--- src/hdl/tmd_pkg.sv ---
// shared constants and types of the tap and motion sleep detector
package tmd_pkg;
	// register indices; byte address is four times the index
	localparam logic [7:0] IDX_TAP_THRESHOLD   = 8'h1D;
	localparam logic [7:0] IDX_TAP_DURATION    = 8'h21;
	localparam logic [7:0] IDX_TAP_GAP         = 8'h22;
	localparam logic [7:0] IDX_SECOND_TAP      = 8'h23;
	localparam logic [7:0] IDX_ACT_THRESHOLD   = 8'h24;
	localparam logic [7:0] IDX_INACT_THRESHOLD = 8'h25;
	localparam logic [7:0] IDX_INACT_TIME      = 8'h26;
	localparam logic [7:0] IDX_TAP_AXIS_CTRL   = 8'h2A;
	localparam logic [7:0] IDX_AXIS_STATUS     = 8'h2B;
	localparam logic [7:0] IDX_MOTION_CTRL     = 8'h2D;
	localparam logic [7:0] IDX_INT_ENABLE      = 8'h2E;
	localparam logic [7:0] IDX_EVENT_SOURCE    = 8'h30;
	localparam logic [7:0] REG_RESET           = 8'h00;

	// event bits, shared by enable mask and source flags
	localparam int BIT_SINGLE_TAP = 6;
	localparam int BIT_DOUBLE_TAP = 5;
	localparam int BIT_ACTIVITY   = 4;
	localparam int BIT_INACTIVITY = 3;
	// tap axis control bits; axis enables sit in bits 2..0 (x,y,z)
	localparam int BIT_SUPPRESS   = 3;
	// status: activity axes 6..4, asleep 3, tap axes 2..0
	localparam int ACT_AXIS_LSB   = 4;
	localparam int BIT_ASLEEP     = 3;
	// motion control bits
	localparam int BIT_LINK       = 5;
	localparam int BIT_AUTO_SLEEP = 4;
	localparam int BIT_SLEEP      = 3;

	// timing in ns, sample counts derived
	localparam longint SAMPLE_NS    = 312500;
	localparam longint DUR_LSB_NS   = 625000;
	localparam longint GAP_LSB_NS   = 1250000;
	localparam longint WIN_LSB_NS   = 1250000;
	localparam longint INACT_LSB_NS = 1000000000;
	localparam int DUR_SAMPLES   = int'(DUR_LSB_NS / SAMPLE_NS);
	localparam int GAP_SAMPLES   = int'(GAP_LSB_NS / SAMPLE_NS);
	localparam int WIN_SAMPLES   = int'(WIN_LSB_NS / SAMPLE_NS);
	localparam int INACT_SAMPLES = int'(INACT_LSB_NS / SAMPLE_NS);
	// threshold LSB is 16 sample LSBs
	localparam int THRESH_SHIFT  = 4;

	localparam logic [1:0] RESP_OKAY   = 2'b00;
	localparam logic [1:0] RESP_SLVERR = 2'b10;

	typedef struct packed {
		logic               valid;
		logic signed [15:0] x;
		logic signed [15:0] y;
		logic signed [15:0] z;
	} tmd_sample_s;

	typedef enum logic [2:0] {
		TAP_IDLE,
		TAP_FIRST,
		TAP_GAP,
		TAP_WINDOW,
		TAP_SECOND,
		TAP_WAIT_LOW
	} tmd_tap_e;
endpackage

--- src/hdl/tmd_detector.sv ---
// tap detector, activity/inactivity link and auto sleep with AXI4-Lite registers
`timescale 1ns/1ps
// Summary of operation
// - axis above threshold register starts tap
// - duration register limits tap length
// - latency wait after first tap ends
// - window opens after latency expires
// - second tap must start inside window
// - single only: report on falling below
// - both enabled: single waits double outcome
// - suppress: spike during latency cancels double
// - above threshold at window open invalidates
// - overlong second tap invalidates at limit
// - single and double enabled separately
// - per-axis enable bits gate tap
// - double needs nonzero latency and window
// - first tap axis latched, never cleared
// - detection runs on undecimated samples
// - link: activity sought only after inactivity
// - source read clears pending events
// - uncleared activity blocks auto sleep
// - asleep bit shows sleep state
// - inactivity enters sleep, arms activity
// - activity wakes, rearms inactivity
module tmd_detector #(
	parameter int INACT_LSB_SAMPLES = tmd_pkg::INACT_SAMPLES
) (
	input  wire logic               mclk,
	input  wire logic               rstn,
	input  wire tmd_pkg::tmd_sample_s sample,
	input  wire logic [11:0]        s_axi_awaddr,
	input  wire logic               s_axi_awvalid,
	output logic                    s_axi_awready,
	input  wire logic [31:0]        s_axi_wdata,
	input  wire logic [3:0]         s_axi_wstrb,
	input  wire logic               s_axi_wvalid,
	output logic                    s_axi_wready,
	output logic [1:0]              s_axi_bresp,
	output logic                    s_axi_bvalid,
	input  wire logic               s_axi_bready,
	input  wire logic [11:0]        s_axi_araddr,
	input  wire logic               s_axi_arvalid,
	output logic                    s_axi_arready,
	output logic [31:0]             s_axi_rdata,
	output logic [1:0]              s_axi_rresp,
	output logic                    s_axi_rvalid,
	input  wire logic               s_axi_rready,
	output logic                    lowRate
);
	import tmd_pkg::*;
	logic [7:0]  thrTap_q, durTap_q, gapTap_q, winTap_q;
	logic [7:0]  thrAct_q, thrInact_q, timeInact_q;
	logic [7:0]  axisCtrl_q, motionCtrl_q, intEnable_q, source_q, status_q;
	logic [11:0] awAddr_q;
	logic [31:0] wData_q;
	logic [3:0]  wStrb_q;
	logic        awHave_q, wHave_q;
	logic        awReady_q, wReady_q, bValid_q, arReady_q, rValid_q;
	logic [1:0]  bResp_q, rResp_q;
	logic [31:0] rData_q;
	logic        asleep_q, actArmed_q, inactArmed_q;
	tmd_tap_e    tapSt_q;
	logic [10:0] tapCnt_q;
	logic [19:0] inactCnt_q;
	// bus decode
	wire        awTake    = s_axi_awvalid && awReady_q;
	wire        wTake     = s_axi_wvalid && wReady_q;
	wire        arTake    = s_axi_arvalid && arReady_q;
	wire [11:0] wAddr     = awHave_q ? awAddr_q : s_axi_awaddr;
	wire [31:0] wData     = wHave_q ? wData_q : s_axi_wdata;
	wire [3:0]  wStrb     = wHave_q ? wStrb_q : s_axi_wstrb;
	wire        wAddrOk   = (wAddr[1:0] == 2'h0) && (wAddr[11:10] == 2'h0);
	wire [7:0]  wIdx      = wAddr[9:2];
	wire        doWrite   = (awHave_q || awTake) && (wHave_q || wTake) && !bValid_q;
	wire        wrEn      = doWrite && wAddrOk && wStrb[0];
	wire        wrKnown   = (wIdx == IDX_TAP_THRESHOLD) || (wIdx == IDX_TAP_DURATION)
		|| (wIdx == IDX_TAP_GAP) || (wIdx == IDX_SECOND_TAP) || (wIdx == IDX_ACT_THRESHOLD)
		|| (wIdx == IDX_INACT_THRESHOLD) || (wIdx == IDX_INACT_TIME)
		|| (wIdx == IDX_TAP_AXIS_CTRL) || (wIdx == IDX_MOTION_CTRL)
		|| (wIdx == IDX_INT_ENABLE);
	wire        rAddrOk   = (s_axi_araddr[1:0] == 2'h0) && (s_axi_araddr[11:10] == 2'h0);
	wire [7:0]  rIdx      = s_axi_araddr[9:2];
	logic [7:0] rMux;
	logic       rKnown;
	always_comb begin
		rKnown = rAddrOk;
		case (rIdx)
			IDX_TAP_THRESHOLD:   rMux = thrTap_q;
			IDX_TAP_DURATION:    rMux = durTap_q;
			IDX_TAP_GAP:         rMux = gapTap_q;
			IDX_SECOND_TAP:      rMux = winTap_q;
			IDX_ACT_THRESHOLD:   rMux = thrAct_q;
			IDX_INACT_THRESHOLD: rMux = thrInact_q;
			IDX_INACT_TIME:      rMux = timeInact_q;
			IDX_TAP_AXIS_CTRL:   rMux = axisCtrl_q;
			IDX_AXIS_STATUS:     rMux = status_q;
			IDX_MOTION_CTRL:     rMux = motionCtrl_q;
			IDX_INT_ENABLE:      rMux = intEnable_q;
			IDX_EVENT_SOURCE:    rMux = source_q;
			default: begin
				rMux   = 8'h00;
				rKnown = 1'b0;
			end
		endcase
	end
	wire srcRead = arTake && rAddrOk && (rIdx == IDX_EVENT_SOURCE);
	// per-axis magnitude compare on undecimated samples
	wire signed [15:0] axVal [3];
	assign axVal[0] = sample.x;
	assign axVal[1] = sample.y;
	assign axVal[2] = sample.z;
	logic [2:0] tapAbove, actAbove, inactAbove;
	genvar g;
	generate
		for (g = 0; g < 3; g++) begin : gAxis
			wire [15:0] mag = axVal[g][15] ? 16'(-axVal[g]) : 16'(axVal[g]);
			// bit 2 of each field is x
			assign tapAbove[2-g]   = axisCtrl_q[2-g]
				&& (mag > {4'h0, thrTap_q, 4'h0});
			assign actAbove[2-g]   = mag > {4'h0, thrAct_q, 4'h0};
			assign inactAbove[2-g] = mag > {4'h0, thrInact_q, 4'h0};
		end
	endgenerate
	wire anyTap   = |tapAbove;
	wire smp      = sample.valid;
	// timer limits in samples
	wire [10:0] durLim = 11'(durTap_q) * 11'(DUR_SAMPLES);
	wire [10:0] gapLim = 11'(gapTap_q) * 11'(GAP_SAMPLES);
	wire [10:0] winLim = 11'(winTap_q) * 11'(WIN_SAMPLES);
	wire        enSingle = intEnable_q[BIT_SINGLE_TAP];
	wire        enDouble = intEnable_q[BIT_DOUBLE_TAP]
		&& (gapTap_q != 8'h00) && (winTap_q != 8'h00);
	wire        suppress = axisCtrl_q[BIT_SUPPRESS];
	// tap sequencer
	tmd_tap_e    tapSt_d;
	logic [10:0] tapCnt_d;
	logic        firstTap, singleHit, doubleHit;
	always_comb begin
		tapSt_d   = tapSt_q;
		tapCnt_d  = tapCnt_q;
		firstTap  = 1'b0;
		singleHit = 1'b0;
		doubleHit = 1'b0;
		if (smp) begin
			case (tapSt_q)
				TAP_IDLE: if (anyTap) begin
					tapSt_d  = TAP_FIRST;
					tapCnt_d = 11'h001;
					firstTap = 1'b1;
				end
				TAP_FIRST: if (anyTap) begin
					if (tapCnt_q >= durLim) begin
						tapSt_d = TAP_WAIT_LOW;
					end else begin
						tapCnt_d = tapCnt_q + 11'h001;
					end
				end else if (enDouble) begin
					tapSt_d  = TAP_GAP;
					tapCnt_d = 11'h001;
				end else begin
					singleHit = 1'b1;
					tapSt_d   = TAP_IDLE;
				end
				TAP_GAP: if (suppress && anyTap) begin
					singleHit = 1'b1;
					tapSt_d   = TAP_WAIT_LOW;
				end else if (tapCnt_q >= gapLim) begin
					if (anyTap) begin
						singleHit = 1'b1;
						tapSt_d   = TAP_WAIT_LOW;
					end else begin
						tapSt_d  = TAP_WINDOW;
						tapCnt_d = 11'h001;
					end
				end else begin
					tapCnt_d = tapCnt_q + 11'h001;
				end
				TAP_WINDOW: if (anyTap) begin
					tapSt_d  = TAP_SECOND;
					tapCnt_d = 11'h001;
				end else if (tapCnt_q >= winLim) begin
					singleHit = 1'b1;
					tapSt_d   = TAP_IDLE;
				end else begin
					tapCnt_d = tapCnt_q + 11'h001;
				end
				TAP_SECOND: if (anyTap) begin
					if (tapCnt_q >= durLim) begin
						singleHit = 1'b1;
						tapSt_d   = TAP_WAIT_LOW;
					end else begin
						tapCnt_d = tapCnt_q + 11'h001;
					end
				end else begin
					singleHit = 1'b1;
					doubleHit = 1'b1;
					tapSt_d   = TAP_IDLE;
				end
				TAP_WAIT_LOW: if (!anyTap) begin
					tapSt_d = TAP_IDLE;
				end
				default: tapSt_d = TAP_IDLE;
			endcase
		end
	end
	// activity/inactivity; with link, activity waits for an inactivity first
	wire linkOn    = motionCtrl_q[BIT_LINK];
	wire autoSleep = motionCtrl_q[BIT_SLEEP] && motionCtrl_q[BIT_AUTO_SLEEP] && linkOn;
	wire actHit    = smp && (actArmed_q || !linkOn) && intEnable_q[BIT_ACTIVITY] && (|actAbove);
	wire [19:0] inactLim = 20'(timeInact_q) * 20'(INACT_LSB_SAMPLES);
	wire quiet     = !(|inactAbove);
	wire inactHit  = smp && inactArmed_q && intEnable_q[BIT_INACTIVITY] && quiet
		&& (inactCnt_q + 20'h00001 >= inactLim);
	// a still-pending activity flag holds the part awake
	wire goSleep   = inactHit && autoSleep && !source_q[BIT_ACTIVITY];
	logic [7:0] srcSet;
	always_comb begin
		srcSet                 = 8'h00;
		srcSet[BIT_SINGLE_TAP] = singleHit && enSingle;
		srcSet[BIT_DOUBLE_TAP] = doubleHit && intEnable_q[BIT_DOUBLE_TAP];
		srcSet[BIT_ACTIVITY]   = actHit;
		srcSet[BIT_INACTIVITY] = inactHit;
	end
	// set wins over a clearing read in the same cycle
	wire [7:0] source_d = (srcRead ? 8'h00 : source_q) | srcSet;
	logic [2:0] tapAxes_q;
	always_ff @(posedge mclk) begin
		if (!rstn) begin
			tapSt_q      <= TAP_IDLE;
			tapCnt_q     <= 11'h000;
			tapAxes_q    <= 3'h0;
			status_q     <= REG_RESET;
			source_q     <= REG_RESET;
			asleep_q     <= 1'b0;
			lowRate      <= 1'b0;
			actArmed_q   <= 1'b0;
			inactArmed_q <= 1'b1;
			inactCnt_q   <= 20'h00000;
		end else begin
			tapSt_q  <= tapSt_d;
			tapCnt_q <= tapCnt_d;
			source_q <= source_d;
			if (firstTap) begin
				tapAxes_q <= tapAbove;
			end
			if (srcSet[BIT_SINGLE_TAP] || srcSet[BIT_DOUBLE_TAP]) begin
				status_q[2:0] <= tapAxes_q;
			end
			if (actHit) begin
				status_q[ACT_AXIS_LSB +: 3] <= actAbove;
			end
			status_q[BIT_ASLEEP] <= goSleep ? 1'b1 : (actHit ? 1'b0 : asleep_q);
			if (smp) begin
				inactCnt_q <= (quiet && !inactHit) ? inactCnt_q + 20'h00001 : 20'h00000;
			end
			if (goSleep) begin
				asleep_q <= 1'b1;
				lowRate  <= 1'b1;
			end else if (actHit) begin
				asleep_q <= 1'b0;
				lowRate  <= 1'b0;
			end
			if (!linkOn) begin
				actArmed_q   <= 1'b0;
				inactArmed_q <= 1'b1;
			end else if (inactHit) begin
				inactArmed_q <= 1'b0;
				actArmed_q   <= 1'b1;
			end else if (actHit) begin
				actArmed_q   <= 1'b0;
				inactArmed_q <= 1'b1;
			end
		end
	end
	// register writes; any value is taken, tuning is left to the host
	always_ff @(posedge mclk) begin
		if (!rstn) begin
			thrTap_q     <= REG_RESET;
			durTap_q     <= REG_RESET;
			gapTap_q     <= REG_RESET;
			winTap_q     <= REG_RESET;
			thrAct_q     <= REG_RESET;
			thrInact_q   <= REG_RESET;
			timeInact_q  <= REG_RESET;
			axisCtrl_q   <= REG_RESET;
			motionCtrl_q <= REG_RESET;
			intEnable_q  <= REG_RESET;
		end else if (wrEn) begin
			case (wIdx)
				IDX_TAP_THRESHOLD:   thrTap_q     <= wData[7:0];
				IDX_TAP_DURATION:    durTap_q     <= wData[7:0];
				IDX_TAP_GAP:         gapTap_q     <= wData[7:0];
				IDX_SECOND_TAP:      winTap_q     <= wData[7:0];
				IDX_ACT_THRESHOLD:   thrAct_q     <= wData[7:0];
				IDX_INACT_THRESHOLD: thrInact_q   <= wData[7:0];
				IDX_INACT_TIME:      timeInact_q  <= wData[7:0];
				IDX_TAP_AXIS_CTRL:   axisCtrl_q   <= wData[7:0];
				IDX_MOTION_CTRL:     motionCtrl_q <= wData[7:0];
				IDX_INT_ENABLE:      intEnable_q  <= wData[7:0];
				default: ;
			endcase
		end
	end
	// write channel: address and data taken in either order
	always_ff @(posedge mclk) begin
		if (!rstn) begin
			awHave_q  <= 1'b0;
			wHave_q   <= 1'b0;
			awReady_q <= 1'b1;
			wReady_q  <= 1'b1;
			bValid_q  <= 1'b0;
			bResp_q   <= RESP_OKAY;
			awAddr_q  <= 12'h000;
			wData_q   <= 32'h00000000;
			wStrb_q   <= 4'h0;
		end else if (doWrite) begin
			awHave_q  <= 1'b0;
			wHave_q   <= 1'b0;
			awReady_q <= 1'b0;
			wReady_q  <= 1'b0;
			bValid_q  <= 1'b1;
			bResp_q   <= (wAddrOk && wrKnown) ? RESP_OKAY : RESP_SLVERR;
		end else begin
			if (awTake) begin
				awHave_q  <= 1'b1;
				awAddr_q  <= s_axi_awaddr;
				awReady_q <= 1'b0;
			end
			if (wTake) begin
				wHave_q  <= 1'b1;
				wData_q  <= s_axi_wdata;
				wStrb_q  <= s_axi_wstrb;
				wReady_q <= 1'b0;
			end
			if (bValid_q && s_axi_bready) begin
				bValid_q  <= 1'b0;
				awReady_q <= 1'b1;
				wReady_q  <= 1'b1;
			end
		end
	end
	// read channel
	always_ff @(posedge mclk) begin
		if (!rstn) begin
			arReady_q <= 1'b1;
			rValid_q  <= 1'b0;
			rData_q   <= 32'h00000000;
			rResp_q   <= RESP_OKAY;
		end else if (arTake) begin
			arReady_q <= 1'b0;
			rValid_q  <= 1'b1;
			rData_q   <= {24'h000000, rMux};
			rResp_q   <= rKnown ? RESP_OKAY : RESP_SLVERR;
		end else if (rValid_q && s_axi_rready) begin
			rValid_q  <= 1'b0;
			arReady_q <= 1'b1;
		end
	end
	assign s_axi_awready = awReady_q;
	assign s_axi_wready  = wReady_q;
	assign s_axi_bvalid  = bValid_q;
	assign s_axi_bresp   = bResp_q;
	assign s_axi_arready = arReady_q;
	assign s_axi_rvalid  = rValid_q;
	assign s_axi_rdata   = rData_q;
	assign s_axi_rresp   = rResp_q;
endmodule

--- config.mk ---
export PLATFORM = sky130hd
export DESIGN_NAME = tmd_detector
export DESIGN_NICKNAME = d
export VERILOG_FILES = /design/src/hdl/tmd_pkg.sv /design/src/hdl/tmd_detector.sv
export SDC_FILE = /design/constraint.sdc
export NUM_CORES = 1
export LEC_CHECK = 0
export ABC_AREA = 1
export ABC_CLOCK_PERIOD_IN_PS = 5050
export BUFFER_PORTS_ARGS = -buffer_cell sky130_fd_sc_hd__buf_2
export CORE_UTILIZATION = 60
export CTS_CLUSTER_SIZE = 25
export DETAILED_ROUTE_END_ITERATION = 16
export PLACE_DENSITY = 0.93
export SYNTH_ARGS = -nofsm -noshare
export SYNTH_HDL_FRONTEND = slang
export SYNTH_SLANG_ARGS = --single-unit
--- constraint.sdc ---
create_clock -name mclk -period 5.05 [get_ports mclk]
set_input_delay 0.2525 -clock mclk [delete_from_list [all_inputs] [get_ports mclk]]
set_output_delay 0.2525 -clock mclk [all_outputs]
set_load 0.02 [all_outputs]
Yosys cells after proc, flatten, opt, wreduce, memory -nomap -nowiden --
Index checks and enable logic that the tools add are counted.
Storage, ports and cells: register bits 174, latch bits 0, bits in writable memories 0, memory bits (read-only) 0, input port bits 116, output and inout port bits 42, logic and storage cells 245, memories kept 0
Cells by class: $add $sub $neg 5, multipliers 1, divide/modulo/power cells 0, order comparisons 13, eq/ne operators 36, shift operators 0, muxes and demuxes 68, bitwise operators 3, reduce and logical (&&, ||, !) cells 86
Operators by type and width (number):
- 8-bit by 6-bit equality test with 1-bit output, second input constant | 20
- 16-bit by 12-bit > comparator with 1-bit output | 9
- 11-bit 2-to-1 mux | 10
- 8-bit one-hot mux with 12 select lines | 1
- 11-bit one-hot mux with 5 select lines | 1
- 16-bit 2-to-1 mux | 3
- 16-bit negation | 3
- 1-bit logical AND | 34
- 1-bit 2-to-1 mux | 34
- 3-bit 2-to-1 mux | 10
- 2-bit AND reduction | 13
- 11-bit by 10-bit greater-or-equal comparator with 1-bit output | 2
- 20-bit by 1-bit adder with 20-bit output, second input constant | 1
- 20-bit greater-or-equal comparator | 1
- 20-bit 2-to-1 mux | 1
- 3-bit one-hot mux with 6 select lines | 1
- 8-bit by 5-bit equality test with 1-bit output, second input constant | 2
- 8-bit 2-to-1 mux | 2
- 8-bit nonzero test | 2
- 3-bit != test, second input constant | 5
- 1-bit logical OR | 13
- 8-bit by 5-bit multiplier with 13-bit output, second input constant | 1
- 12-bit 2-to-1 mux | 1
- 12-bit OR reduction | 1
- 20 further kinds | 41

Logic depth before layout (Yosys ltp) --
Gate-level depths: netlist (run 1).
word-level depth 13, mapped depth 25

Worst setup path after synthesis (run 1) --
Ideal clock, no wire load.
path type reg-to-reg, start register timeInact_q[3], end register inactCnt_q[15], arrival 4010 ps, data required time 4980 ps, setup slack 970 ps, stages on the path, launching flop included 24, buffers on the path 1, cell sequence dfxtp_1 ha_1 ha_1 inv_1 fa_1 inv_1 ha_1 a21oi_1 o21ai_0 a21oi_1 nor2_1 nor2_1 nor2_1 o21a_1 nor2_1 xor2_1 ha_1 a21oi_1 o221a_2 nand2_1 nand3_1 clkbuf_1 nand4_1 a21oi_1
On the way: word-level cells in the longest chain between the ends 6
RTL lines:
- from (decl) | line tmd_detector.sv:52 | logic [7:0] thrAct_q, thrInact_q, timeInact_q;
- from (signal assigned) | line tmd_detector.sv:296 | IDX_INACT_TIME: timeInact_q <= wData[7:0];
- 8-bit by 5-bit multiplier with 13-bit output | line tmd_detector.sv:210 | wire [19:0] inactLim = 20'(timeInact_q) * 20'(INACT_LSB_SAMPLES);
- 20-bit greater-or-equal comparator | line tmd_detector.sv:213 | && (inactCnt_q + 20'h00001 >= inactLim);
- 1-bit logical AND | line tmd_detector.sv:213
- 1-bit zero test | line tmd_detector.sv:254 | inactCnt_q <= (quiet && !inactHit) ? inactCnt_q + 20'h00001 : 20'h00000;
- 1-bit logical AND | line tmd_detector.sv:254
- 20-bit 2-to-1 mux | line tmd_detector.sv:254
- to (signal assigned) | line tmd_detector.sv:254
- to (decl) | line tmd_detector.sv:64 | logic [19:0] inactCnt_q;
No other way between the ends. A chain may end at the register's enable or synchronous reset.

Worst setup path after layout (run 1) --
start register timeInact_q[3], end register inactCnt_q[16]
Same word-level chain as after synthesis.

==> metrics, run 1 <==
Setup Skew=0.0127 ns; Synth top area share=26.2%; Vias=13621; minimum clock period=4.55 ns; Hold Crit Class=input pin to flop; first-pass GRT wire length=59.6 mm; layout cell share with drive strength beyond 1=11.1%; unrepaired setup endpoints after global routing=no; setup_tns=0 ns; Slew Viols, Final=0; WS Path Type=flop to flop; Final setup viols=0; FILL cells=1689; htree depth=4; largest net degree at the start of global routing=69; Post-Syn Area=12800 µm²; Setup crit end kind=flop; Row Count=53; Area Growth Syn to Fin=8.97%; Psw=0.00104 W; drt first pass iters=8; # DRC=0; Avg WL per Cell=16.6 µm; core area=21000 µm²; critical path startpoint category=flop; PortBufs=104; # Post-CTS Setup Buffers=0; Core Util, Final=66.6%; vias in the first global route=12648; Layout Cells excl Fill=2229; Seq. cell area=3360 µm²; Die Wd=148 µm; post-route ant nets=0; CP Buf/Inv Count=3; syn_area_per_cell=6.89 µm²; Comb power frac=19.4%; Yosys cell types=57; Tcrit/Tclk final=90.0%; Leakage Power=6.31 nW; vias per inst=6.11; PD cells=235 nW/µm²; final hold vios=0; clock slew at reported path FFs=0.07 ns; CP peak stage delay=0.49 ns; cell taking the most area after synthesis=dfxtp_1; status=complete, no violations; Multi-input gate area=8210 µm²; Sw Ratio=31.5%; FMAX=220 MHz; dpl cells=2196; CP Data Required Time=5.40 ns; grt total ovfl=0; Top Family by Delay on Critical Path=adder cells; critical-path cell list=ha_1, ha_1, inv_1, fa_1, inv_1, ha_1, a21oi_1, o21ai_0, a21oi_1, nor2_1, nor2_1, nor2_1, o21a_1, nor2_1, xor2_1, ha_1, a21oi_1, o221a_2, nand2_1, nand3_1, buf_4, nand4_1, a21oi_1; Initial DRC Count=1787; drt total wl=37.0 mm; Sequential Power Share=42.2%; Max FO, Critical Path=20; predominant post-synthesis flop cell=dfxtp_1; number of max-cap violations=0; DIE HEIGHT=148 µm; CTS root buf=clkbuf_16; antenna violations before repair=1; pre-CTS WS=0.610 ns; Internal Dissipation=0.00226 W; number of synthesized flops with an enable pin=0; Async SR Flop Fraction=0%; CP max stage cell=fa_1; Clock Sinks=168; Synth area leaders=dfxtp_1 26%, ha_1 14%, nand2_1 9.6%; CTS Buf Count=17; Final WS setup=0.505 ns; Post-CTS Hold Buffers=0; VDD IR max=0.000252 V; GRT Resource Usage Total=33.5%; Starting Density=61.1%; CTS max path bufs=2; die area=22000 µm²; CTS resizes=0; commonest non-fill, non-tap cell in the layout=nand2_1; GP Congestion=0.947; cells after synthesis=1864; TritonCTS clock tree=yes; nets=2205; Min Hold Slack=0.0540 ns; register area share after synthesis=26.2%; Critical Path AT=4.90 ns; Slew Limit Headroom=43.2%; r2r setup slk=0.50 ns; Synth Register Bits=168; worst-skew pair later-pin latency=0.44 ns; clock share of power=38.4%; hpwl dp=26.8 mm; Yosys warning count=0; most frequent cells in the layout=330 x nand2_1, 234 x inv_1, 205 x a21oi_1; Worst Tran Pin Value=0.849 ns; # IOs=158
[stage by stage]
stage	power, W	instance area [µm²]
after floorplan	0.00186	12900
after global placement	0.00200	13400
after detailed placement	0.00203	13400
after CTS	0.00326	14000
after global routing	0.00342	14000
final	0.00329	14000
[worst register-to-register path, cell delays in order, from the launching register on]
cell and delay (ns):
dfxtp_1 0.43, ha_1 0.28, ha_1 0.28, inv_1 0.05, fa_1 0.49, inv_1 0.04
ha_1 0.34, a21oi_1 0.19, o21ai_0 0.17, a21oi_1 0.16, nor2_1 0.05, nor2_1 0.16
nor2_1 0.06, o21a_1 0.16, nor2_1 0.10, xor2_1 0.15, ha_1 0.27, a21oi_1 0.17
o221a_2 0.19, nand2_1 0.06, nand3_1 0.10, buf_4 0.27, nand4_1 0.13, a21oi_1 0.16
[power groups by stage]
stage,Clock (W),Sequential [W],Combinational (W)
3_5_place_dp,0,0.00142,0.000614
2_1_floorplan,0,0.00141,0.000445
5_1_grt,0.00132,0.00139,0.000708
3_3_place_gp,0,0.00142,0.000586
6_report,0.00126,0.00139,0.000640
4_1_cts,0.00126,0.00139,0.000620
[layer usage]
metal / part of all wire (%) / global-route usage [%] / up-vias
li1: - / - / 6413
met1: 39 / 39.7 / 6140
met2: 45 / 55.6 / 851
met3: 11 / 7.85 / 217
met4: 5.4 / 18.9 / 0
met5: 0 / 0 / -
[final timing paths]
kind / from / to / cells after the start
worst max-delay path: timeInact_q[3] / inactCnt_q[16] / 23
worst min-delay path: s_axi_wdata[6] / wData_q[6] / 3
worst max register to register: timeInact_q[3] / inactCnt_q[16] / 23
worst min register to register: motionCtrl_q[5] / inactArmed_q / 1
[cell usage after synthesis (3+ instances only)]
cell      number
nor4_1         9
o22ai_1       21
nor3_2         4
nand3_1       86
nand2_2        7
clkinv_1       3
inv_2         12
inv_1        234
o21a_1         4
a31oi_1        9
o211ai_1       7
buf_4         26
nor2_2        13
ha_1         145
o21ai_0      150
xnor2_1       16
o21ai_4        3
clkbuf_1      34
nand3_2        8
o21ai_1        5
nand2_1      330
buf_6          3
o31ai_1        8
a211oi_1       5
or2_2         12
dfxtp_1      168
xor2_1        37
a21oi_2        4
nor3_1        24
o21ai_2        3
nor2_1       144
a221oi_1      17
nor2_4         3
a21o_1         5
fa_1           3
buf_2         14
nand4_1       56
a21oi_1      205
[cells by family (layout without fill, tap and decap cells)]
family	count (synthesis)	after routing	synth area share [%]
other	1	27	0.0292
AND/OR/NAND/NOR	707	707	24.8
XOR/XNOR	54	54	3.74
multiplexers	1	1	0.0779
buffers and inverters	328	392	10.7
adder cells (fa/ha/maj)	148	148	14.6
AO/OA/AOI/OAI	457	457	20.0
flip-flops	168	168	26.2
[flip-flops by register name (all words and copies together), names as in the netlist, 3 cells and up]
name          count
awAddr_q         12
thrAct_q          8
s_axi_rdata       8
source_q          4
thrInact_q        8
status_q          7
motionCtrl_q      8
timeInact_q       8
axisCtrl_q        8
gapTap_q          8
winTap_q          8
durTap_q          8
wData_q           8
tapAxes_q         3
intEnable_q       8
thrTap_q          8
tapSt_q           3
inactCnt_q       20
tapCnt_q         11
[cell type report]
| type | instances | area share [%] |
|---|---|---|
| clock inverters | 12 | 0.840 |
| diodes | 1 | 0.0179 |
| inverters | 249 | 6.68 |
| well taps | 275 | 2.46 |
| repair buffers | 112 | 4.15 |
| flip-flops and latches | 168 | 24.0 |
| multi-input cells | 1393 | 58.7 |
| clock buffers | 19 | 3.16 |
Note: power is estimated with default switching activity, not from simulation.
==> inputs of run 2 (changes only) <==
- ABC_CLOCK_PERIOD_IN_PS: 5050 -> 4000
- CORE_UTILIZATION: 60 -> 54
- PLACE_DENSITY: 0.93 -> 0.89
- clock period: 5.05 -> 4 ns (I/O delays scaled with it)
==> metrics, run 2 (synthesized netlist as in run 1, its figures left out) <==
status=complete, but fails checks; failing checks=negative setup slack; CTS Buf Count=17 (unchanged); Worst Tran Pin Value=0.967 ns (+0.118 ns); Top Registers=inactCnt_q x20, awAddr_q x12, tapCnt_q x11; Critical Path AT=4.59 ns (-0.31 ns); setup_tns=-4.03 ns (-4.03 ns); max reg flops=20 (unchanged); Most flops, register=inactCnt_q; Slew Viols, Final=0 (unchanged); WHS Path Cells=3 (unchanged); die area=24400 µm² (+11%); clock slew at reported path FFs=0.08 ns (about the same); Starting Density=54.9% (-6.2 points); Row Count=56 (+5.7%); vias per inst=5.98 (-2.1%); drt total wl=38.7 mm (+4.6%); Setup Skew=0.0156 ns (+0.00286 ns); Clock Sinks=168 (unchanged); Core Util, Final=61.7% (-4.9 points); antenna violations before repair=0 (-1); Slew Limit Headroom=35.5% (-7.6 points); reg2reg path depth=24 (+4.3%); PortBufs=104 (unchanged); r2r setup slk=-0.21 ns (-0.72 ns); CTS root buf=clkbuf_16; met1 usage in global routing=35.5% (-4.2 points); first-pass GRT wire length=60.5 mm (+1.4%); Final WS setup=-0.212 ns (-0.717 ns); critical path startpoint category=flop; Crit Reg-Reg Startpoint=timeInact_q[4]; htree depth=4 (unchanged); Tcrit/Tclk final=105% (+15 points); FMAX=237 MHz (+7.9%); final hold vios=0 (unchanged); Avg WL per Cell=16.9 µm (+1.6%); unrepaired setup endpoints after global routing=yes; Final setup viols=24 (+24); Initial DRC Count=1653 (-7.5%); nets=2226 (+0.95%); post-route ant nets=0 (unchanged); Setup crit end kind=flop; FILL cells=1962 (+16%); WS Path Type=flop to flop; layout cell share with drive strength beyond 1=13.8% (+2.7 points); drt first pass iters=7 (-1); TritonCTS clock tree=yes; GP Congestion=0.991 (+4.7%); hpwl dp=27.4 mm (+2.1%); sink of the worst hold path=wData_q[6]; DIE HEIGHT=156 µm (+5.3%); CTS max path bufs=2 (unchanged); most used routing layer=met2; met2 Usage GRT=52.4% (-3.2 points); minimum clock period=4.21 ns (-0.333 ns); GRT met3 Usage=7.37% (-0.49 points); vias in the first global route=12652 (+0.032%); GRT Resource Usage Total=31.0% (-2.5 points); most frequent cells in the layout=329 x nand2_1, 231 x inv_1, 195 x a21oi_1; Diodes inserted=0 (-1); Max FO, Critical Path=20 (unchanged); Area Growth Syn to Fin=12.3%; largest net degree at the start of global routing=108 (+57%); VDD IR max=0.000214 V (-15%); Leakage Power=6.42 nW (+1.7%); PD cells=293 nW/µm² (+25%); reg2reg end=inactCnt_q[8]; # IOs=158 (unchanged); Vias=13719 (+0.72%); worst-skew pair later-pin latency=0.45 ns (about the same); hold path startpoint=s_axi_wdata[6]; commonest non-fill, non-tap cell in the layout=nand2_1; grt total ovfl=0 (unchanged); core area=23400 µm² (+11%); Die Wd=156 µm (+5.3%); CP Data Required Time=4.38 ns (-1.02 ns); # DRC=0 (unchanged); Hold Crit Class=input pin to flop; number of max-cap violations=0 (unchanged)
==> run 2: changes by cell type in the layout (fill, tap and decap cells not counted), moves of 3 or more <==
cell and change:
ha_4 +6, a21oi_2 +10, inv_1 -3, a21oi_1 -10
buf_4 +18, ha_1 -7, dfxtp_1 -3
==> run 2: routing by layer <==
layer	routed length (µm)	part of all wire [%]	up-vias
li1	-	-	6455
met1	14700	38	6193
met2	18200	47	866
met3	3510	9.1	205
met4	2250	5.8	0
met5	0	0	-
==> run 2: stage by stage <==
stage	power (W)	std cells	worst slack, ns	hold WS, ns	instance area (µm²)
final	0.00424	2294	-0.212	0.00226	14400
after global routing	0.00438	2294	-0.377	0.0203	14400
after CTS	0.00419	2292	-0.0725	0.00287	14400
after detailed placement	0.00257	2256	-0.345	0.417	13600
after global placement	0.00253	2256	-0.170	0.411	13600
after floorplan	0.00235	1889	-0.0804	0.335	12900
==> run 2: worst max-delay path by stage <==
stage                         startpoint        endpoint  slack, ns  cells past startpoint
after floorplan           timeInact_q[3]  inactCnt_q[15]      -0.08                     23
after global placement    timeInact_q[3]  inactCnt_q[15]      -0.17                     23
after detailed placement  timeInact_q[3]  inactCnt_q[13]      -0.35                     23
after CTS                 timeInact_q[3]    inactArmed_q      -0.07                     24
after global routing      timeInact_q[3]   inactCnt_q[8]      -0.38                     24
final                     timeInact_q[4]   inactCnt_q[8]      -0.21                     24
==> run 2: repair_timing <==
item	4_1_cts	5_1_grt
hold buffers	1	0
buffers inserted	3	2
pin swaps	20	15
setup endpoints to repair	24	24
gates resized for setup	33	13
hold endpoints to repair	1	0
==> run 2: cell type report <==
cell class,instances,area [µm²],area share (%)
clock buffer,18,429,2.97
inverter,249,937,6.49
tap,319,399,2.77
sequential,168,3370,23.3
timing repair buffer,133,761,5.27
clock inverter,14,154,1.07
multi-input combinational,1393,8380,58.1
==> run 2: critical path, stage by stage (launching register included) <==
cell and delay [ns]:
dfxtp_2 0.35, ha_4 0.25, ha_4 0.27, inv_2 0.03, fa_1 0.49, inv_2 0.05, ha_4 0.22, a21oi_2 0.16
o21ai_2 0.09, a21oi_2 0.15, nor2_2 0.06, nor2_2 0.10, nor2_1 0.05, o21a_1 0.16, nor2_1 0.10, xor2_1 0.17
ha_1 0.28, buf_4 0.15, a21oi_2 0.12, o221a_2 0.20, nand2_2 0.09, nand3_4 0.10, buf_12 0.16, nand4_1 0.16
a21oi_2 0.19
==> run 2: where the power goes <==
| part | switching (W) | internal [W] |
|---|---|---|
| clock | 0.000786 | 0.000885 |
| combinational | 0.000555 | 0.000257 |
| sequential | 0.0000376 | 0.00172 |
